==> src/hw/pm_misc_defs.vh <==
// register offsets, field positions and reset values for the pm extension
// and miscellaneous configuration registers
// assumes dword-aligned configuration addressing with byte enables
`ifndef PM_MISC_DEFS_VH
`define PM_MISC_DEFS_VH

`define PM_EXT_OFFSET 8'h4a
`define PM_EXT_DWORD 8'h48
`define PM_EXT_RESET 16'h0000
`define MISC_CFG_OFFSET 8'hf0
`define MISC_CFG_RESET 32'h00002400
`define MISC_WR_MASK 32'h0000a40f
`define BIT_WAKE_DEEP_OFF 15
`define BIT_WAKE_LIGHT_SLEEP 13
`define BIT_LIGHT_SLEEP_CAP 10
`define BIT_SPARE 3
`define BIT_LINK_GATE_OFF 2
`define BIT_BUS_GATE_OFF 1
`define BIT_KEEP_BUS_CLK 0
`define CAP_WAKE_HI 2'b11

`endif

==> src/hw/clock_gate_ctl.v <==
// clock gate enable for one internal clock
// assumes an idle request from the block that owns the clock
`timescale 1ns/1ps
module clock_gate_ctl (
    input wire clk_i,
    input wire reset_n_i,
    input wire gate_off_i,
    input wire idle_i,
    output reg run_o
);
    // gate off forces the clock to follow its input
    always @(posedge clk_i or negedge reset_n_i) begin
        if (!reset_n_i) begin
            run_o <= 1'b1;
        end else begin
            run_o <= gate_off_i | ~idle_i;
        end
    end
endmodule

==> src/hw/pm_misc_config_regs.v <==
// pm extension and miscellaneous configuration registers of a bus function
// assumes config cycles decoded upstream into a one-cycle read or write strobe
// assumes idle requests come from logic on this same clock
// the gating cells that use the run enables sit outside this block
//
// How it works
// - extension register is read-only zeros
// - power data byte reads zero
// - bridge extension byte reads zero
// - bit 15 feeds deep-off wake capability
// - bit 13 feeds light-sleep wake capability
// - bit 10 feeds light-sleep support capability
// - capability bits survive bus reset, d3-d0
// - bit 2 stops link clock gating
// - bit 1 stops bus clock gating
// - bit 0 drives KEEP_BUS_CLK_O only, not the bus run enable
// - reserved read-only bits read zero
// - bit 3 is plain storage, resets zero
// - wake field defaults 1100b, bit 13 programmable
// - capability bit 15 from misc register
`timescale 1ns/1ps
`include "pm_misc_defs.vh"
module pm_misc_config_regs (
    // clock and resets
    input wire CORE_CLK_I,
    input wire RESET_N_I,
    input wire BUS_RESET_N_I,
    // configuration access
    input wire CFG_RD_I,
    input wire CFG_WR_I,
    input wire [7:0] CFG_ADDR_I,
    input wire [3:0] CFG_BE_I,
    input wire [31:0] CFG_WDATA_I,
    output reg [31:0] CFG_RDATA_O,
    output reg CFG_ACK_O,
    // capability outputs
    output wire WAKE_FROM_DEEP_OFF_CAP_O,
    output wire [3:0] WAKE_STATE_SUPPORT_FIELD_O,
    output wire LIGHT_SLEEP_STATE_CAP_O,
    // clock control
    input wire LINK_IDLE_I,
    input wire BUS_IDLE_I,
    output wire LINK_CLK_RUN_O,
    output wire BUS_CLK_RUN_O,
    output wire KEEP_BUS_CLK_O
);
    ////////////////////////////////////////////////////////////////////////
    reg [31:0] misc;
    reg [31:0] next_misc;
    reg bus_rst_s1;
    reg bus_rst_s2;
    reg [31:0] byte_mask;
    integer i;
    wire [31:0] lane_wr_mask;
    wire bus_rst_active;
    wire cfg_strobe;

    // decode and read path
    reg misc_sel;
    reg ext_sel;
    wire misc_wr;
    wire misc_rd;
    wire ext_rd;
    wire [7:0] power_data_field;
    wire [7:0] bridge_extension_field;
    wire [15:0] pm_ext_value;
    wire [31:0] misc_view;
    reg [31:0] next_rdata;

    // named control bits
    wire wake_from_deep_off_cap;
    wire wake_from_light_sleep_cap;
    wire light_sleep_state_cap;
    wire link_clock_gate_off;
    wire bus_clock_gate_off;
    wire keep_bus_clk;
    // literals cannot be part-selected, so the constants get names
    localparam [15:0] ext_reset = `PM_EXT_RESET;
    localparam [1:0] wake_default_hi = `CAP_WAKE_HI;

    // bus reset is a pin, so it is synchronised first
    always @(posedge CORE_CLK_I or negedge RESET_N_I) begin
        if (!RESET_N_I) begin
            bus_rst_s1 <= 1'b1;
            bus_rst_s2 <= 1'b1;
        end else begin
            bus_rst_s1 <= BUS_RESET_N_I;
            bus_rst_s2 <= bus_rst_s1;
        end
    end

    // bus reset counts only once it has crossed both flops
    assign bus_rst_active = ~bus_rst_s2;

    ////////////////////////////////////////////////////////////////////////
    // address decode by dword; the pm extension fills only the upper half of dword 0x48
    always @* begin
        misc_sel = 1'b0;
        ext_sel = 1'b0;
        if (CFG_ADDR_I == `MISC_CFG_OFFSET) begin
            misc_sel = 1'b1;
        end else if (CFG_ADDR_I == `PM_EXT_DWORD) begin
            ext_sel = 1'b1;
        end
    end
    assign misc_wr = CFG_WR_I & misc_sel;
    assign misc_rd = CFG_RD_I & misc_sel;
    assign ext_rd = CFG_RD_I & ext_sel;

    ////////////////////////////////////////////////////////////////////////
    // byte lanes, limited to the writable bits
    always @* begin
        for (i = 0; i < 4; i = i + 1) begin
            byte_mask[i*8 +: 8] = {8{CFG_BE_I[i]}};
        end
    end
    assign lane_wr_mask = byte_mask & `MISC_WR_MASK;

    always @* begin
        next_misc = misc;
        if (misc_wr) begin
            next_misc = (misc & ~lane_wr_mask) | (CFG_WDATA_I & lane_wr_mask);
        end
    end

    ////////////////////////////////////////////////////////////////////////
    // bus reset leaves capability bits
    // power-on resets all; bus reset only bits 3 to 0, spare bit 3 included
    always @(posedge CORE_CLK_I or negedge RESET_N_I) begin
        if (!RESET_N_I) begin
            misc <= `MISC_CFG_RESET;
        end else if (bus_rst_active) begin
            misc[`BIT_SPARE] <= 1'b0;
            misc[`BIT_LINK_GATE_OFF] <= 1'b0;
            misc[`BIT_BUS_GATE_OFF] <= 1'b0;
            misc[`BIT_KEEP_BUS_CLK] <= 1'b0;
        end else begin
            misc <= next_misc;
        end
    end

    ////////////////////////////////////////////////////////////////////////
    // reserved bits read zero whatever is stored
    assign misc_view = {16'h0000, misc[`BIT_WAKE_DEEP_OFF], 1'b0,
        misc[`BIT_WAKE_LIGHT_SLEEP], 2'b00, misc[`BIT_LIGHT_SLEEP_CAP], 6'h00,
        misc[`BIT_SPARE], misc[`BIT_LINK_GATE_OFF], misc[`BIT_BUS_GATE_OFF],
        misc[`BIT_KEEP_BUS_CLK]};

    assign power_data_field = ext_reset[15:8];
    assign bridge_extension_field = ext_reset[7:0];
    assign pm_ext_value = {power_data_field, bridge_extension_field};

    // unmapped addresses and the low half of dword 0x48 read zero
    always @* begin
        next_rdata = 32'h00000000;
        if (misc_rd) begin
            next_rdata = misc_view;
        end else if (ext_rd) begin
            next_rdata = {pm_ext_value, 16'h0000};
        end
    end

    assign cfg_strobe = CFG_RD_I | CFG_WR_I;

    // one-cycle answer to every strobe
    always @(posedge CORE_CLK_I or negedge RESET_N_I) begin
        if (!RESET_N_I) begin
            CFG_RDATA_O <= 32'h00000000;
            CFG_ACK_O <= 1'b0;
        end else begin
            CFG_ACK_O <= cfg_strobe;
            CFG_RDATA_O <= next_rdata;
        end
    end

    ////////////////////////////////////////////////////////////////////////
    // named control bits, one per writable field except spare bit 3
    assign wake_from_deep_off_cap = misc[`BIT_WAKE_DEEP_OFF];
    assign wake_from_light_sleep_cap = misc[`BIT_WAKE_LIGHT_SLEEP];
    assign light_sleep_state_cap = misc[`BIT_LIGHT_SLEEP_CAP];
    assign link_clock_gate_off = misc[`BIT_LINK_GATE_OFF];
    assign bus_clock_gate_off = misc[`BIT_BUS_GATE_OFF];
    assign keep_bus_clk = misc[`BIT_KEEP_BUS_CLK];

    assign WAKE_FROM_DEEP_OFF_CAP_O = wake_from_deep_off_cap;
    // field default 1100b
    // hot-off state fixed on, light sleep programmable, two lowest off
    assign WAKE_STATE_SUPPORT_FIELD_O = {wake_default_hi[1],
        wake_from_light_sleep_cap, 2'b00};
    assign LIGHT_SLEEP_STATE_CAP_O = light_sleep_state_cap;
    assign KEEP_BUS_CLK_O = keep_bus_clk;

    ////////////////////////////////////////////////////////////////////////
    // run enables only; a busy owner keeps its clock whatever the bit
    // link and bus clock gate disable
    clock_gate_ctl link_gate (
        .clk_i(CORE_CLK_I),
        .reset_n_i(RESET_N_I),
        .gate_off_i(link_clock_gate_off),
        .idle_i(LINK_IDLE_I),
        .run_o(LINK_CLK_RUN_O)
    );
    clock_gate_ctl bus_gate (
        .clk_i(CORE_CLK_I),
        .reset_n_i(RESET_N_I),
        .gate_off_i(bus_clock_gate_off),
        .idle_i(BUS_IDLE_I),
        .run_o(BUS_CLK_RUN_O)
    );
endmodule

==> config.mk <==
export PLATFORM = sky130hd
export DESIGN_NAME = pm_misc_config_regs
export DESIGN_NICKNAME = d
export VERILOG_FILES = /design/src/hw/clock_gate_ctl.v /design/src/hw/pm_misc_config_regs.v
export VERILOG_INCLUDE_DIRS = /design/src /design/src/hw
export SDC_FILE = /design/constraint.sdc
export NUM_CORES = 1
export LEC_CHECK = 0
export BUFFER_PORTS_ARGS = -buffer_cell sky130_fd_sc_hd__buf_2
export CAP_MARGIN = 20
export CORE_MARGIN = 2
export CORE_UTILIZATION = 35
export DETAILED_ROUTE_END_ITERATION = 7
export HOLD_SLACK_MARGIN = 0.12
export PLACE_DENSITY = 0.84
export SETUP_SLACK_MARGIN = 0.02
export SLEW_MARGIN = 25
export SYNTH_ARGS = -nofsm -noshare
export SYNTH_HDL_FRONTEND = slang
export SYNTH_SLANG_ARGS = --single-unit
==> constraint.sdc <==
create_clock -name CORE_CLK_I -period 1.6 [get_ports CORE_CLK_I]
set_clock_uncertainty 0.05 [all_clocks]
set_input_delay 0.16 -clock CORE_CLK_I [delete_from_list [all_inputs] [get_ports CORE_CLK_I]]
set_output_delay 0.16 -clock CORE_CLK_I [all_outputs]
set_load 0.02 [all_outputs]
* Word level (Yosys, flattened, before mapping)
Index checks and enable logic that the tools add are counted.
** Operators by class
- Bitwise operators :: 11
- Reductions and logical operators :: 1
- Mux-type cells :: 4
- Eq/ne operators :: 2
** Operators by type and width (count)
- bitwise AND 32 x 16 -> 32 bit :: 1
- bitwise AND 32 bit :: 1
- inverter 16 -> 32 bit :: 1
- OR 32 bit :: 1
- 2-to-1 mux 16 bit :: 1
- equality test 8 bit (second input constant) :: 1
- 2-to-1 mux 4 bit :: 2
- OR 1 bit :: 3
- bitwise AND 1 bit :: 2
- inequality test 2 x 1 -> 1 bit (second input constant) :: 1
- inverter 1 bit :: 2
- AND reduction 2 bit :: 1
- 2-to-1 mux 1 bit :: 1
** Storage, ports and cells
- Register bits after elaboration :: 69
- Input bits :: 51

* Longest topological paths before layout
Gate-level depths: netlist of run 1.
- Word-level depth :: 5
- Mapped depth :: 4
- Gate-level depth less buffers :: 3

* Hierarchy
A second synthesis of run 1 with hierarchy kept.
** Unflattened totals
- Cells, all modules :: 82
- Area, all modules :: 942.2 µm²
** By module, submodules not included
- pm_misc_config_regs :: instances 1, area each 877.1 µm², cells each 78, sequential area each 430.4 µm²
- clock_gate_ctl :: instances 2, area each 32.5 µm², cells each 2, sequential area each 26.3 µm²

* Worst setup path after synthesis of run 1
OpenSTA, ideal clock, no wires.
- Kind :: register -> register
- Start :: register bus_rst_s2
- End :: register with a tool-made name
- Clock period less this slack :: 1368 ps
- Stages on the path, launching flop included :: 5
- Path slack :: 232 ps
- Library setup time :: 125 ps
- Arrival time :: 1193 ps
- Data required time :: 1425 ps
- Cells stage by stage :: dfstp_2 > buf_2 > and2_1 > nand4_2 > mux2_2
** RTL lines
- from (decl) :: line pm_misc_config_regs.v:51 : reg bus_rst_s2;
- from (signal assigned) :: line pm_misc_config_regs.v:88 : bus_rst_s2 <= bus_rst_s1;

* Worst setup path in the final report of run 1
- Start :: input port CFG_RD_I
- End :: register CFG_ACK_O
** On the way
- Word-level cells in the longest chain between the ends :: 1
** RTL lines
- from (decl) :: line pm_misc_config_regs.v:29 : input wire CFG_RD_I,
- OR 1 bit :: line pm_misc_config_regs.v:163 : assign cfg_strobe = CFG_RD_I | CFG_WR_I;
- named net cfg_strobe :: line pm_misc_config_regs.v:56 : wire cfg_strobe;
- to (signal assigned) :: line pm_misc_config_regs.v:171 : CFG_ACK_O <= cfg_strobe;
- to (decl) :: line pm_misc_config_regs.v:35 : output reg CFG_ACK_O,
The timed path passes the listed nets, and every way through them passes these cells.
A chain may end at the register's enable or synchronous reset.

==> run_results.csv, run 1 <==
group,metric,value,unit
sta,finalCriticalPeriod,1.54,ns
floorplanning,die_area,3120,µm²
logic_synthesis,ys_seq_area_share,51.3,%
drt,vias,679,
drt,firstDrtPassIters,4,
clock_network,clkTransAtPathRegs,0.09,ns
sta,finalSetupTns,0,ns
logic_synthesis,yosys_warnings,0,
placed_design,place.gp.congestion,0.738,
cells_and_area,regArea,483,µm²
floorplanning,std_cell_rows,18,
flow_run,cap_violations,0,
global_routing,grt_pass1_wl,2.83,mm
logic_synthesis,yosysUniqueCellTypes,16,
logic_synthesis,synth-seq-cells,19,
floorplanning,core_area,2520,µm²
placed_design,post-dp-hpwl,1.25,mm
clock_network,cts_tree,"built",
drt,drcViolationCount,0,
worst_hold_path,min_from,"CFG_WR_I",
sta,final-hold-violation-count,0,
floorplanning,die_h,55.9,µm
sta,setup_viol,0,
clock_network,cts.sinks,19,
cells_and_area,drive_gt1_share,40.6,%
sta,final_max_slew_viol_count,0,
logic_synthesis,syn_area,942,µm²
critical_path,cp.arrival,1.67,ns
cells_and_area,stdcell_count,163,
critical_path,reg2reg_from,"bus_rst_s2$_DFF_PN1_",
cells_and_area,multiInputGateArea,334,µm²
logic_synthesis,synthCells,82,
floorplanning,start_util,37.4,%
critical_path,r2r_slack,0.34,ns
critical_path,critPathRequiredTime,1.73,ns
global_routing,antenna_found_initial,0,
clock_network,tritoncts.num_buffers,3,
pwr,ir_drop,469,µV
critical_path,reg2regPathDepth,3,
clock_network,h-tree-depth,1,
outcome,run_status,"finished, final reports clean",
cells_and_area,layout_common_cells,"37 x buf_2, 28 x conb_1, 13 x dfrtp_1, 13 x dlygate4sd3_1",
floorplanning,ios,93,
worst_hold_path,min_path_cells,3,
drt,wl_per_cell,11.2,µm
clock_network,max-clock-path-buffers,2,
placed_design,io_buffer_count,37,
cells_and_area,antennaDiodeCount,0,
pwr,p_leak,0.000691,µW
drt,postRouteAntennaNets,0,
pwr,powerDensity,726,nW/µm²
worst_hold_path,hold_class,"in -> reg",
sta,rsz0062_at_grt,"false",
drt,routed_wl,1.83,mm
sta,fmax,650,MHz
clock_network,cts_root_buffer,"clkbuf_4",
cells_and_area,syn2layout_area_growth,27.8,%
critical_path,worst_setup_path_end_kind,"register",
sta,post-route-period-util,96.2,%
drt,drt_first_iter_violations,10,
floorplanning,die_x,55.9,µm
global_routing,grt-ovfl-total,0,
cells_and_area,fillers,224,
critical_path,startpoint_type,"input port",
clock_network,clk_latency,0.29,ns
drt,viasPerCell,4.17,
global_routing,grt_start_max_net_pins,20,
cells_and_area,final_common_cell,"buf_2",
cells_and_area,nets,185,
critical_path,critical_path_class,"in -> reg",
global_routing,grt_pass1_vias,635,
placed_design,dp_cells,146,
global_routing,grt_use_total,11.8,%
critical_path,path_max_fanout,2,
clock_network,cts_setup_buffers,0,
logic_synthesis,syn_avg_cell_area,11.5,µm²
where the power goes:
group | total (µW) | internal [µW] | switching [µW] | leakage (µW)
clock | 229 | 96.9 | 132 | 0.0000150
combinational | 150 | 51.3 | 98.7 | 0.000435
sequential | 495 | 492 | 2.65 | 0.000241
total | 874 | 640 | 234 | 0.000691
per-stage QoR:
step	cell area, µm²	setup WS [ns]	hold slack (ns)	util (%)	power (µW)
6_report	1200	0.0606	0.219	47.7	874
5_1_grt	1200	0.0520	0.209	47.7	913
4_1_cts	1200	0.0823	0.198	47.7	888
3_5_place_dp	1050	0.278	0.0592	41.5	628
3_3_place_gp	1050	0.324	0.0467	41.5	625
2_1_floorplan	1040	0.232	-0.186	-	632
final cells by class:
type	count	area share, %
sequential	19	40.1
tap	30	3.12
multi-input combinational	59	27.8
timing repair buffer	51	26.8
clock buffer	4	2.18
worst max-delay path: stages:
cell           delay [ns]
dlygate4sd3_1        0.54
buf_2                0.13
or2_2                0.29
dlygate4sd3_1        0.55
metal layers:
layer | wire, µm | GRT usage [%]
met1 | 607 | 11.0
met2 | 888 | 22.1
met3 | 251 | 3.26
met4 | 78 | 8.16
met5 | 0 | 0
timing repair:
action,CTS,global route
gates resized for setup,0,0
hold buffers,13,0
endpoints found under the hold margin,30,0
cell families (layout without fill, tap and decap cells):
logic type | count (synthesis) | in the layout | share of synthesized area (%)
AND/OR/NAND/NOR | 24 | 24 | 16.5
flip-flops | 19 | 19 | 51.3
other | 2 | 28 | 0.797
buffers and inverters | 30 | 55 | 23.6
multiplexers | 7 | 7 | 7.84
how the worst max path moves through the flow:
| stage | from | end | slack (ns) |
|---|---|---|---|
| 2_1_floorplan | bus_rst_s2$_DFF_PN1_ | register | 0.23 |
| 3_3_place_gp | CFG_ADDR_I[1] | misc[3]$_DFFE_PN0P_ | 0.32 |
| 3_5_place_dp | CFG_ADDR_I[1] | misc[2]$_DFFE_PN0P_ | 0.28 |
| 4_1_cts | CFG_RD_I | CFG_ACK_O$_DFF_PN0_ | 0.08 |
| 5_1_grt | CFG_RD_I | CFG_ACK_O$_DFF_PN0_ | 0.05 |
| 6_report | CFG_RD_I | CFG_ACK_O$_DFF_PN0_ | 0.06 |
cell usage after synthesis:
| cell | instances | area, µm² |
|---|---|---|
| and2_1 | 8 | 50.1 |
| and4_1 | 1 | 8.76 |
| or2_2 | 1 | 6.26 |
| nand4_1 | 1 | 6.26 |
| dfstp_2 | 6 | 158 |
| and3_2 | 1 | 7.51 |
| conb_1 | 2 | 7.51 |
| nand4_2 | 1 | 12.5 |
| nand2b_1 | 2 | 12.5 |
| mux2_2 | 3 | 33.8 |
| nor4_4 | 1 | 21.3 |
| dfrtp_1 | 13 | 325 |
| mux2i_1 | 4 | 40.0 |
| buf_4 | 29 | 218 |
| buf_2 | 1 | 5.00 |
| nand2_1 | 8 | 30.0 |
Power figures use the tool's default switching activity.
==> inputs of run 2 (changes only) <==
--- a/config.mk
+++ b/config.mk
@@ -10,6 +10,7 @@
 export CAP_MARGIN = 20
 export CORE_MARGIN = 2
 export CORE_UTILIZATION = 35
+export CTS_BUF_LIST = sky130_fd_sc_hd__clkbuf_4 sky130_fd_sc_hd__clkbuf_8 sky130_fd_sc_hd__clkbuf_16
 export DETAILED_ROUTE_END_ITERATION = 7
 export HOLD_SLACK_MARGIN = 0.12
 export PLACE_DENSITY = 0.84
==> run_results.csv, run 2 (same netlist as run 1, synthesis figures left out) <==
group,metric,value,unit
outcome,run_status,"finished, final reports clean",
cells_and_area,fin_util,47.9,%
clock_network,cts_root_buffer,"clkbuf_4",
cells_and_area,layout_common_cells,"37 x buf_2, 28 x conb_1, 13 x dfrtp_1, 13 x dlygate4sd3_1",
worst_hold_path,hold_class,"in -> reg",
placed_design,io_buffer_count,37,
floorplanning,core_area,2520,µm²
cells_and_area,syn2layout_area_growth,28.2,%
floorplanning,start_util,37.4,%
sta,finalCriticalPeriod,1.53,ns
placed_design,post-dp-hpwl,1.25,mm
clock_network,cts.sinks,19,
critical_path,r2r_slack,0.33,ns
pwr,power_frac_comb,16.8,%
clock_network,ctsHoldBuffers,13,
clock_network,max-clock-path-buffers,2,
pwr,internal_power,658,µW
critical_path,startpoint_type,"input port",
cells_and_area,nets,185,
pwr,powerDensity,739,nW/µm²
cells_and_area,final_common_cell,"buf_2",
pwr,p_seq_share,55.5,%
global_routing,grt_pass1_vias,644,
floorplanning,std_cell_rows,18,
drt,vias,685,
placed_design,place_area,1050,µm²
drt,viasPerCell,4.20,
pwr,ir_drop,528,µV
sta,rsz0062_at_grt,"false",
drt,routed_wl,1.86,mm
clock_network,post_cts_resized,0,
critical_path,cp.arrival,1.66,ns
floorplanning,ios,93,
cells_and_area,fin_area,1210,µm²
sta,setup_viol,0,
critical_path,path_max_fanout,2,
clock_network,h-tree-depth,1,
drt,firstDrtPassIters,4,
drt,wl_per_cell,11.4,µm
clock_network,clkTransAtPathRegs,0.09,ns
placed_design,pre_cts_ws,0.278,ns
clock_network,clk_latency,0.29,ns
sta,post-route-period-util,95.7,%
critical_path,worst_setup_path_end_kind,"register",
flow_run,cap_violations,0,
sta,final_max_slew_viol_count,0,
pwr,switching_share,26.4,%
global_routing,grt_start_max_net_pins,20,
critical_path,critical_path_class,"in -> reg",
floorplanning,die_area,3120,µm²
drt,postRouteAntennaNets,0,
global_routing,grt_pass1_wl,2.93,mm
cells_and_area,drive_gt1_share,41.4,%
clock_network,cts_setup_buffers,0,
sta,final-hold-violation-count,0,
global_routing,grt_use_total,12.2,%
pwr,p_leak,0.000694,µW
pwr,clkPwrFrac,27.7,%
floorplanning,die_x,55.9,µm
clock_network,cts_tree,"built",
sta,finalSetupTns,0,ns
placed_design,place.gp.congestion,0.738,
global_routing,grt-ovfl-total,0,
sta,fmax,653,MHz
pwr,p_sw,235,µW
critical_path,critPathRequiredTime,1.73,ns
global_routing,antenna_found_initial,0,
drt,drcViolationCount,0,
drt,drt_first_iter_violations,21,
floorplanning,die_h,55.9,µm
cells_and_area,antennaDiodeCount,0,
sta,setup_ws,0.0681,ns
clock_network,tritoncts.num_buffers,3,
## run 2: changes by cell type in the layout (fill, tap and decap cells not counted)
cell      change
clkbuf_4      +1
clkbuf_1      -1
## run 2: cell type report
cell class | instances | area (µm²)
multi-input cells | 59 | 334
well taps | 30 | 37.5
flip-flops and latches | 19 | 483
clock buffers | 4 | 30.0
fillers | 224 | 1320
repair buffers | 51 | 323
## run 2: metal layers
metal / part of all wire (%) / up-vias / global-route usage [%] / routed length [µm]
met5: 0 / - / 0 / 0
met4: 4.2 / 0 / 7.48 / 77
met3: 15 / 9 / 3.95 / 283
met2: 48 / 63 / 22.3 / 883
met1: 33 / 310 / 11.7 / 610
li1: - / 303 / - / -
## run 2: worst max-delay path: stages
cell and delay [ns]:
dlygate4sd3_1 0.53, buf_2 0.12, or2_2 0.29, dlygate4sd3_1 0.55
## run 2: path summary, 6_finish.rpt
check / start / endpoint / cells past startpoint
min in group asynchronous: RESET_N_I / CFG_RDATA_O[1]$_DFF_PN0_ / 2
max reg2reg: bus_rst_s2$_DFF_PN1_ / register / 3
max: CFG_RD_I / CFG_ACK_O$_DFF_PN0_ / 4
min: CFG_WR_I / register / 3
min reg2reg: bus_rst_s1$_DFF_PN1_ / bus_rst_s2$_DFF_PN1_ / 0
max in group asynchronous: RESET_N_I / asynchronous set/reset pin / 2
## run 2: power by group through the flow
stage / sequential [µW] / combinational, µW / clock (µW)
after floorplan: 510 / 123 / 0
after global routing: 496 / 162 / 272
final: 495 / 150 / 247
after CTS: 495 / 149 / 261
after detailed placement: 504 / 124 / 0
after global placement: 504 / 121 / 0
## run 2: metrics by stage
step / hold WS (ns) / power [µW] / cells
after floorplan: -0.186 / 632 / 108
after global placement: 0.0467 / 625 / 146
after detailed placement: 0.0592 / 628 / 146
after CTS: 0.198 / 905 / 163
after global routing: 0.209 / 931 / 163
final: 0.218 / 893 / 163
